### config.mk
export PLATFORM = sky130hd
export DESIGN_NAME = crcg_top
export DESIGN_NICKNAME = d
export VERILOG_FILES = /design/src/hdl/crcg_pkg.sv /design/src/hdl/crcg_top.sv
export VERILOG_INCLUDE_DIRS = /design/src /design/src/hdl
export SDC_FILE = /design/constraint.sdc
export NUM_CORES = 1
export LEC_CHECK = 0
export BUFFER_PORTS_ARGS = -buffer_cell sky130_fd_sc_hd__buf_2
export CORE_MARGIN = 4
export CORE_UTILIZATION = 60
export CTS_CLUSTER_DIAMETER = 40
export DETAILED_ROUTE_END_ITERATION = 10
export PLACE_DENSITY = 0.83
export SYNTH_ARGS = -nofsm -noshare
export SYNTH_HDL_FRONTEND = slang
export SYNTH_SLANG_ARGS = --single-unit
### constraint.sdc
create_clock -name ref_clk -period 3.6 [get_ports ref_clk]
set_clock_uncertainty 0.05 [all_clocks]
set_input_delay 0.18 -clock ref_clk [delete_from_list [all_inputs] [get_ports ref_clk]]
set_output_delay 0.18 -clock ref_clk [all_outputs]
set_load 0.005 [all_outputs]
### src/hdl/crcg_params.svh
// Purpose: named offsets, keys and counts of the cpu register file and config guard
// Assumes: register indices are word indices on apb, byte address is four times index
// Notes:   definitions only
`ifndef CRCG_PARAMS_SVH
`define CRCG_PARAMS_SVH

// apb register indices (byte address = index * 4)
`define CRCG_IDX_GUARD  6'h04
`define CRCG_IDX_SPL    6'h0D
`define CRCG_IDX_SPH    6'h0E
`define CRCG_IDX_STATUS_FLAGS   6'h0F
`define CRCG_IDX_TEMP   6'h10

// guard keys and layout
`define CRCG_KEY_IO     8'hD8
`define CRCG_KEY_SPM    8'h9D
`define CRCG_WIN_INSTR  3'h4
`define CRCG_BIT_IO     0
`define CRCG_BIT_SPM    1

// pointer pair low addresses
`define CRCG_PTR_X      5'h1A
`define CRCG_PTR_Y      5'h1C
`define CRCG_PTR_Z      5'h1E

// reset values
`define CRCG_STATUS_FLAGS_RST   8'h00
`define CRCG_BYTE_RST   8'h00
`define CRCG_SP_RST     16'h0FFF

`endif

### src/hdl/crcg_pkg.sv
// Purpose: types shared by the register file and config guard
// Assumes: one-hot guard states
// Notes:   constants live in crcg_params.svh
package crcg_pkg;
    typedef enum logic [2:0] {
        CRCG_CLOSED = 3'b001,
        CRCG_IO     = 3'b010,
        CRCG_SPM    = 3'b100
    } crcg_guard_e;

    typedef enum logic [1:0] {
        CRCG_DISP = 2'b00,
        CRCG_INC  = 2'b01,
        CRCG_DEC  = 2'b10
    } crcg_ptr_mode_e;
endpackage

### src/hdl/crcg_top.sv
// Purpose: working register file with pointer pairs, 8-bit temp byte, config change guard
// Assumes: cpu core drives the register ports and instruction events; apb reaches cpu registers
// Notes:   read data and pointer addresses are registered, valid one cycle after request
`timescale 1ns/100ps
`include "crcg_params.svh"

module crcg_top #(
    parameter logic [15:0] SP_RESET = `CRCG_SP_RST
) (
    input  wire logic                    ref_clk,
    input  wire logic                    rst_n,
    input  wire logic [7:0]              paddr,
    input  wire logic                    psel,
    input  wire logic                    penable,
    input  wire logic                    pwrite,
    input  wire logic [31:0]             pwdata,
    output logic      [31:0]             prdata,
    output logic                         pready,
    output logic                         pslverr,
    input  wire logic [4:0]              rd_a_addr,
    input  wire logic [4:0]              rd_b_addr,
    output logic      [7:0]              rd_a_data,
    output logic      [7:0]              rd_b_data,
    output logic      [15:0]             rd_w_data,
    input  wire logic                    wr_en,
    input  wire logic                    wr_wide,
    input  wire logic [4:0]              wr_addr,
    input  wire logic [15:0]             wr_data,
    input  wire logic                    ptr_go,
    input  wire logic [1:0]              ptr_sel,
    input  wire crcg_pkg::crcg_ptr_mode_e ptr_mode,
    input  wire logic [5:0]              ptr_disp,
    output logic      [15:0]             ptr_addr,
    output logic      [15:0]             code_ptr,
    input  wire logic                    instr_done,
    input  wire logic                    io_data_wr,
    input  wire logic                    nvm_access,
    input  wire logic                    sleep_exec,
    input  wire logic                    prot_io_wr,
    input  wire logic                    nvm_cmd_wr,
    output logic                         prot_io_ok,
    output logic                         nvm_cmd_ok,
    input  wire logic                    irq_req,
    output logic                         irq_hold,
    output logic                         irq_take
);
    import crcg_pkg::*;

    ////////////////////////////////////////////////////////////////////////////
    // apb decode
    logic [5:0] idx;
    logic       acc;
    logic       apb_wr;
    logic       apb_rd;
    logic       mapped;
    logic [7:0] wbyte;

    assign idx    = paddr[7:2];
    assign acc    = psel & penable & pready;
    assign apb_wr = acc & pwrite;
    assign apb_rd = acc & ~pwrite;
    assign wbyte  = pwdata[7:0];
    assign mapped = (idx == `CRCG_IDX_GUARD) || (idx == `CRCG_IDX_SPL) || (idx == `CRCG_IDX_SPH)
                 || (idx == `CRCG_IDX_STATUS_FLAGS) || (idx == `CRCG_IDX_TEMP);

    ////////////////////////////////////////////////////////////////////////////
    // cpu registers behind apb: stack pointer, flags, temp byte
    logic [15:0] sp;
    logic [15:0] next_sp;
    logic [7:0]  status_flags;
    logic [7:0]  next_status_flags;
    logic [7:0]  temp;
    logic [7:0]  next_temp;
    logic        rdy;
    logic        next_rdy;
    logic [31:0] next_prdata;
    logic        next_err;
    logic [7:0]  guard_view;

    // effects land only on the completing edge, prdata is built at setup
    always_comb
    begin
        next_sp     = sp;
        next_status_flags   = status_flags;
        next_temp   = temp;
        next_rdy    = psel & ~penable & ~rdy;
        next_prdata = prdata;
        next_err    = pslverr;
        if (psel && !penable)
        begin
            next_err    = ~mapped;
            next_prdata = 32'h0000_0000;
            unique case (idx)
                `CRCG_IDX_GUARD: next_prdata[7:0] = guard_view;
                `CRCG_IDX_SPL:   next_prdata[7:0] = sp[7:0];
                `CRCG_IDX_SPH:   next_prdata[7:0] = temp;
                `CRCG_IDX_STATUS_FLAGS:  next_prdata[7:0] = status_flags;
                `CRCG_IDX_TEMP:  next_prdata[7:0] = temp;
                default:         next_prdata[7:0] = 8'h00;
            endcase
        end
        if (apb_rd && idx == `CRCG_IDX_SPL)
            next_temp = sp[15:8];
        if (apb_wr)
        begin
            unique case (idx)
                `CRCG_IDX_SPL:  next_temp = wbyte;
                `CRCG_IDX_SPH:  next_sp   = {wbyte, temp};
                `CRCG_IDX_STATUS_FLAGS: next_status_flags = wbyte;
                `CRCG_IDX_TEMP: next_temp = wbyte;
                default:        next_temp = next_temp;
            endcase
        end
    end

    // zero-wait slave: pready rises for the single access cycle
    always_ff @(posedge ref_clk or negedge rst_n)
    begin
        if (!rst_n)
        begin
            sp      <= SP_RESET;
            status_flags    <= `CRCG_STATUS_FLAGS_RST;
            temp    <= `CRCG_BYTE_RST;
            rdy     <= 1'b0;
            prdata  <= 32'h0000_0000;
            pslverr <= 1'b0;
        end
        else
        begin
            sp      <= next_sp;
            status_flags    <= next_status_flags;
            temp    <= next_temp;
            rdy     <= next_rdy;
            prdata  <= next_prdata;
            pslverr <= next_err;
        end
    end
    assign pready = rdy;

    ////////////////////////////////////////////////////////////////////////////
    // working register file, private to the core ports (no apb path)
    logic [7:0]  rf      [32];
    logic [7:0]  next_rf [32];
    logic [4:0]  pbase;
    logic [4:0]  phigh;
    logic [15:0] pval;
    logic [15:0] pnew;
    logic [15:0] next_ptr;

    // third pair is fixed for code-side addressing
    always_comb
    begin
        unique case (ptr_sel)
            2'b00:   pbase = `CRCG_PTR_X;
            2'b01:   pbase = `CRCG_PTR_Y;
            default: pbase = `CRCG_PTR_Z;
        endcase
        phigh    = {pbase[4:1], 1'b1};
        pval     = {rf[phigh], rf[pbase]};
        pnew     = (ptr_mode == CRCG_INC) ? pval + 16'h0001 : pval - 16'h0001;
        unique case (ptr_mode)
            CRCG_INC: next_ptr = pval;
            CRCG_DEC: next_ptr = pnew;
            default:  next_ptr = pval + {10'h000, ptr_disp};
        endcase
    end

    // pointer writeback follows the operand write so it wins on the same pair
    always_comb
    begin
        next_rf = rf;
        if (wr_en)
        begin
            if (wr_wide)
            begin
                next_rf[{wr_addr[4:1], 1'b0}] = wr_data[7:0];
                next_rf[{wr_addr[4:1], 1'b1}] = wr_data[15:8];
            end
            else
                next_rf[wr_addr] = wr_data[7:0];
        end
        if (ptr_go && ptr_mode != CRCG_DISP)
        begin
            next_rf[pbase] = pnew[7:0];
            next_rf[phigh] = pnew[15:8];
        end
    end

    // every port answers on the next edge: one-cycle access
    always_ff @(posedge ref_clk or negedge rst_n)
    begin
        if (!rst_n)
        begin
            rf        <= '{default: `CRCG_BYTE_RST};
            rd_a_data <= 8'h00;
            rd_b_data <= 8'h00;
            rd_w_data <= 16'h0000;
            ptr_addr  <= 16'h0000;
            code_ptr  <= 16'h0000;
        end
        else
        begin
            rf        <= next_rf;
            rd_a_data <= rf[rd_a_addr];
            rd_b_data <= rf[rd_b_addr];
            rd_w_data <= {rf[{rd_a_addr[4:1], 1'b1}], rf[{rd_a_addr[4:1], 1'b0}]};
            ptr_addr  <= ptr_go ? next_ptr : ptr_addr;
            code_ptr  <= {rf[`CRCG_PTR_Z + 5'h01], rf[`CRCG_PTR_Z]};
        end
    end

    ////////////////////////////////////////////////////////////////////////////
    // config change guard
    crcg_guard_e gst;
    crcg_guard_e next_gst;
    logic [2:0]  cnt;
    logic [2:0]  next_cnt;
    logic        key_wr;
    logic        io_close;

    assign key_wr   = apb_wr && idx == `CRCG_IDX_GUARD;
    // any other apb write is itself an io write
    assign io_close = io_data_wr | nvm_access | sleep_exec | (apb_wr & ~key_wr);
    assign guard_view = {6'h00, gst == CRCG_SPM, gst == CRCG_IO};

    // a key written in the closing cycle still opens a fresh window
    always_comb
    begin
        next_gst = gst;
        next_cnt = cnt;
        if (gst != CRCG_CLOSED && instr_done)
        begin
            next_cnt = cnt - 3'h1;
            if (cnt == 3'h1)
                next_gst = CRCG_CLOSED;
        end
        if (gst == CRCG_IO && io_close)
            next_gst = CRCG_CLOSED;
        if (gst == CRCG_SPM && (nvm_access || sleep_exec))
            next_gst = CRCG_CLOSED;
        if (key_wr)
        begin
            next_cnt = `CRCG_WIN_INSTR;
            if (wbyte == `CRCG_KEY_IO)
                next_gst = CRCG_IO;
            else if (wbyte == `CRCG_KEY_SPM)
                next_gst = CRCG_SPM;
            else
                next_gst = CRCG_CLOSED;
        end
    end

    // interrupts wait while a window is open; arbitration stays in the core
    always_ff @(posedge ref_clk or negedge rst_n)
    begin
        if (!rst_n)
        begin
            gst        <= CRCG_CLOSED;
            cnt        <= 3'h0;
            prot_io_ok <= 1'b0;
            nvm_cmd_ok <= 1'b0;
            irq_hold   <= 1'b0;
            irq_take   <= 1'b0;
        end
        else
        begin
            gst        <= next_gst;
            cnt        <= next_cnt;
            prot_io_ok <= prot_io_wr & (gst == CRCG_IO);
            nvm_cmd_ok <= nvm_cmd_wr & (gst == CRCG_SPM);
            irq_hold   <= next_gst != CRCG_CLOSED;
            irq_take   <= irq_req & (next_gst == CRCG_CLOSED);
        end
    end
endmodule // crcg_top

==> results summary <==
The post-DP HPWL is approximately 45000 microns. In the final layout, the share of cells above drive strength 1 is 0.335. In this run the cell area of the synthesized design comes to between 20000 and 25000 sq um. The number of hold-slack violations in the final timing report is 0.

The share of synthesized area in the top cell type comes to 0.416. The power density of the placed cells is roughly 710 nW/um^2. The die span in x came out at between 150 and 200 microns.

The tightest min-delay check is of the input port to flip-flop type. The final-stage net count is roughly 2.1k. The dominant combinational cell family by area after synthesis is multiplexers. The arithmetic-cell share of the synthesized area counting full adders, half adders and majority gates came out at 0.0250. The part of the cycle the worst path needs came out at 0.929. The I/O pin count came out at approximately 200.

The global-route usage over all layers is 0.349. The first-pass GRT wire length came out at around 110000 microns. The arrival time at the worst endpoint came out at 3750 ps. The worst relative slew slack is 0.238. The clock slew seen by the registers of the worst setup and hold paths is approximately 60 ps.

The post-cts gate resize count is 0. The synthesized area per cell is roughly 12 sq um. Of the total synthesized cell area, the portion taken by XOR and XNOR cells is 0.00851.

The max-slew violation total from the final report is 0. The largest voltage drop on the vdd net came out at roughly 0.00044 V. The max-cap check violation count is 0. The share of total power dissipated in combinational logic is 0.321.

The share of synthesized cell area in and, or, nand and nor gates came out at 0.0788. In the final timing run, aggregate negative setup slack is 0 ps. The number of detailed-routing iterations run before antenna repair is 8. The CTS buffer count came out at 54. The data required time at the worst endpoint is about 4000 ps. The highest achievable clock rate came out at 299 MHz. The via count of the first global-routing pass came to ~18k.

Final hold analysis gives a worst-case slack of 29.2 ps. The fraction of the mapped netlist area in compound gates came out at 0.109. The die footprint came out at just under 40000 sq um. The average via count per standard cell came out at slightly above 7. The relative area change from synthesis to final layout is 16.7%. The standby leakage power is 10.8 nW. The total number of yosys warnings came out at 0.

The startpoint kind of the worst setup timing path is a flip-flop. Once detail routing completed, the nets flagged for antenna violations numbered 0. The predominant post-synthesis flop cell is sky130_fd_sc_hd__dfrtp_1. The count of unique library cells instantiated by Yosys came out at 80. The number of rows in the core area is 69.

The cell type with the largest total area after synthesis is sky130_fd_sc_hd__dfrtp_1. The total DRC errors in the routed layout came out at 0. The worst setup path is captured at a flip-flop. The design draws 17.9 mW. In this run the worst path has a maximum fanout of 5. The total grt overflow came out at 0. The setup-violating endpoint count in the final report came out at 0.

The gate count after technology mapping came out at 1810. The type of the worst setup path is flip-flop to flip-flop. The switching part of the total power is 0.348.

The clock root buffer master is sky130_fd_sc_hd__clkbuf_16. The number of enable flip-flop cells after synthesis is 0. The effective utilization at floorplan came out at 0.607. The number of antenna violations at the first check in global routing was 2. The power share of the sequential group came out at 0.364.

The clock share of power came out at 0.315. The flop and latch count out of synthesis is 372. The area of the placeable core came out at approximately 36000 sq um. The global placer's final weighted congestion is approximately 0.94.

The run finished with clean final reports. The latest clock arrival within the worst-skew pair is around 610 ps. After synthesis, the cell types taking the most area are sky130_fd_sc_hd__dfrtp_1, sky130_fd_sc_hd__mux4_2, sky130_fd_sc_hd__mux2_2, sky130_fd_sc_hd__mux2i_1, sky130_fd_sc_hd__a21oi_1. For the pin with the worst max-slew slack, the measured transition is roughly 1100 ps.

The sequential-to-total area share from yosys stat is 0.432. The floorplan step set the die height to 198 microns. The maximum count of clock buffers along a single path is 3. The share of cell area taken by muxes after synthesis is 0.306. The iteration-0 DRC count of the detailed router is 2552. TritonCTS built the clock tree.

The largest net degree at the start of global routing is 113. Setup repair after global routing left no endpoint under its margin. The count of H-tree levels built during CTS is 2. The share of async-settable or async-resettable flops after synthesis is 1.00. The switching component of the power is 6.24 mW.

The post-layout minimum cycle time is ~3300 ps. The via count of the routed design is about 18k. The internal portion of total power came out at 11.7 mW. The final wirelength is between 60000 and 70000 microns.

The count of input and output buffers is between 100 and 150. The routed length per placed instance came out at ~27 microns. CTS saw 372 sinks.
[synthesized netlist by cell type, types with 13 or more instances]
cell type and count:
sky130_fd_sc_hd__a211oi_1 16, sky130_fd_sc_hd__a21oi_1 149, sky130_fd_sc_hd__buf_1 14, sky130_fd_sc_hd__buf_2 24
sky130_fd_sc_hd__buf_4 37, sky130_fd_sc_hd__clkbuf_1 81, sky130_fd_sc_hd__dfrtp_1 359, sky130_fd_sc_hd__dfstp_2 13
sky130_fd_sc_hd__ha_1 40, sky130_fd_sc_hd__inv_1 25, sky130_fd_sc_hd__mux2_2 158, sky130_fd_sc_hd__mux2i_1 81
sky130_fd_sc_hd__mux4_2 179, sky130_fd_sc_hd__nand2_1 103, sky130_fd_sc_hd__nand3_1 23, sky130_fd_sc_hd__nor2_1 184
sky130_fd_sc_hd__nor2b_1 13, sky130_fd_sc_hd__o211ai_1 14, sky130_fd_sc_hd__o21ai_0 84, sky130_fd_sc_hd__o221ai_1 20
sky130_fd_sc_hd__o22ai_1 16
[through the flow]
step | std cells | util | worst slack, ps | cell area, sq um
floorplan | 1833 | - | 475 | 21700
global placement | 2355 | 0.644 | 135 | 22900
detailed placement | 2355 | 0.644 | 82.4 | 22900
CTS | 2493 | 0.709 | 338 | 25200
global route | 2494 | 0.709 | 43.0 | 25200
finish | 2495 | 0.709 | 255 | 25200
[power groups by stage]
stage / logic (mW) / registers, mW / clock network, mW
after CTS: 5.64 / 6.43 / 5.64
after detailed placement: 5.51 / 6.45 / 0
after floorplan: 3.70 / 6.07 / 0
final: 5.75 / 6.52 / 5.63
after global routing: 6.16 / 6.61 / 5.84
after global placement: 5.31 / 6.35 / 0
[cells by family after synthesis]
family	Yosys count
other cells	1
flops	372
fa+ha+maj	42
xor+xnor	21
simple gates	387
buf+inv	185
compound gates	384
mux	418
[layout make-up]
| type | instances | area, sq um |
|---|---|---|
| multi-input combinational | 1276 | 11500 |
| fill | 2261 | 10300 |
| sequential | 372 | 9330 |
| timing repair buffer | 256 | 1770 |
| clock buffer | 70 | 1550 |
| tap | 461 | 577 |
| clock inverter | 31 | 392 |
| inverter | 27 | 101 |
| antenna | 2 | 5.00 |
[path summary, 6_finish.rpt]
kind                                        from                     endpoint  slack, ps  depth (start not counted)
worst max register to register  rf[41]$_DFF_PN0_              rf[4]$_DFF_PN0_        260                         11
min in group asynchronous                  rst_n  status_flags[0]$_DFFE_PN0P_        230                          2
max in group asynchronous                  rst_n            sp[5]$_DFFE_PN1P_       2350                          3
worst min register to register  pready$_DFF_PN0_             pready$_DFF_PN0_        430                          1
worst max-delay path            rf[41]$_DFF_PN0_              rf[4]$_DFF_PN0_        260                         11
worst min-delay path                  nvm_access             gst[0]$_DFF_PN1_         30                          4
[critical path: stages (launching register included)]
cell                       delay, ps
sky130_fd_sc_hd__dfrtp_1         450
sky130_fd_sc_hd__mux2i_1         100
sky130_fd_sc_hd__o21ai_0         570
sky130_fd_sc_hd__inv_1           220
sky130_fd_sc_hd__fa_1            470
sky130_fd_sc_hd__nor2b_1         230
sky130_fd_sc_hd__o21ai_0         210
sky130_fd_sc_hd__nand2_1         180
sky130_fd_sc_hd__a311oi_1        180
sky130_fd_sc_hd__buf_4           180
sky130_fd_sc_hd__xor2_1          220
sky130_fd_sc_hd__o21ai_0         140
[repair_timing]
| action | CTS | global route |
|---|---|---|
| hold buffers | 37 | 0 |
| buffers inserted | 0 | 0 |
| hold endpoints to repair | 143 | 0 |
| endpoints found under the setup margin | 0 | 0 |
[metal layers]
metal	vias to the layer above	routed length (microns)	part of all wire	global-route usage
li1	7149	-	-	-
met1	8655	23800	0.35	0.454
met2	1449	30900	0.46	0.532
met3	378	8120	0.12	0.0948
met4	0	4670	0.069	0.207
met5	-	0	0	0
[placed cells by master, fill, tap and decap left out, types with 9 or more instances in the layout]
master	instances
sky130_fd_sc_hd__o221ai_1	20
sky130_fd_sc_hd__mux2_2	158
sky130_fd_sc_hd__nand2_1	103
sky130_fd_sc_hd__xor2_1	10
sky130_fd_sc_hd__o21ai_1	9
sky130_fd_sc_hd__o22ai_1	16
sky130_fd_sc_hd__nand3_1	23
sky130_fd_sc_hd__inv_6	9
sky130_fd_sc_hd__buf_2	143
sky130_fd_sc_hd__dfrtp_1	359
sky130_fd_sc_hd__o211ai_1	14
sky130_fd_sc_hd__dlygate4sd3_1	37
sky130_fd_sc_hd__mux2i_1	81
sky130_fd_sc_hd__o21ai_0	84
sky130_fd_sc_hd__o31ai_1	9
sky130_fd_sc_hd__mux4_2	179
sky130_fd_sc_hd__ha_1	40
sky130_fd_sc_hd__nor2_1	184
sky130_fd_sc_hd__buf_4	66
sky130_fd_sc_hd__a211oi_1	16
sky130_fd_sc_hd__clkbuf_16	57
sky130_fd_sc_hd__a21oi_1	149
sky130_fd_sc_hd__xnor2_1	11
sky130_fd_sc_hd__nor2b_1	13
sky130_fd_sc_hd__conb_1	24
sky130_fd_sc_hd__inv_1	25
sky130_fd_sc_hd__dfstp_2	13
sky130_fd_sc_hd__o21a_1	9
Note: power is estimated with default switching activity, not from simulation.
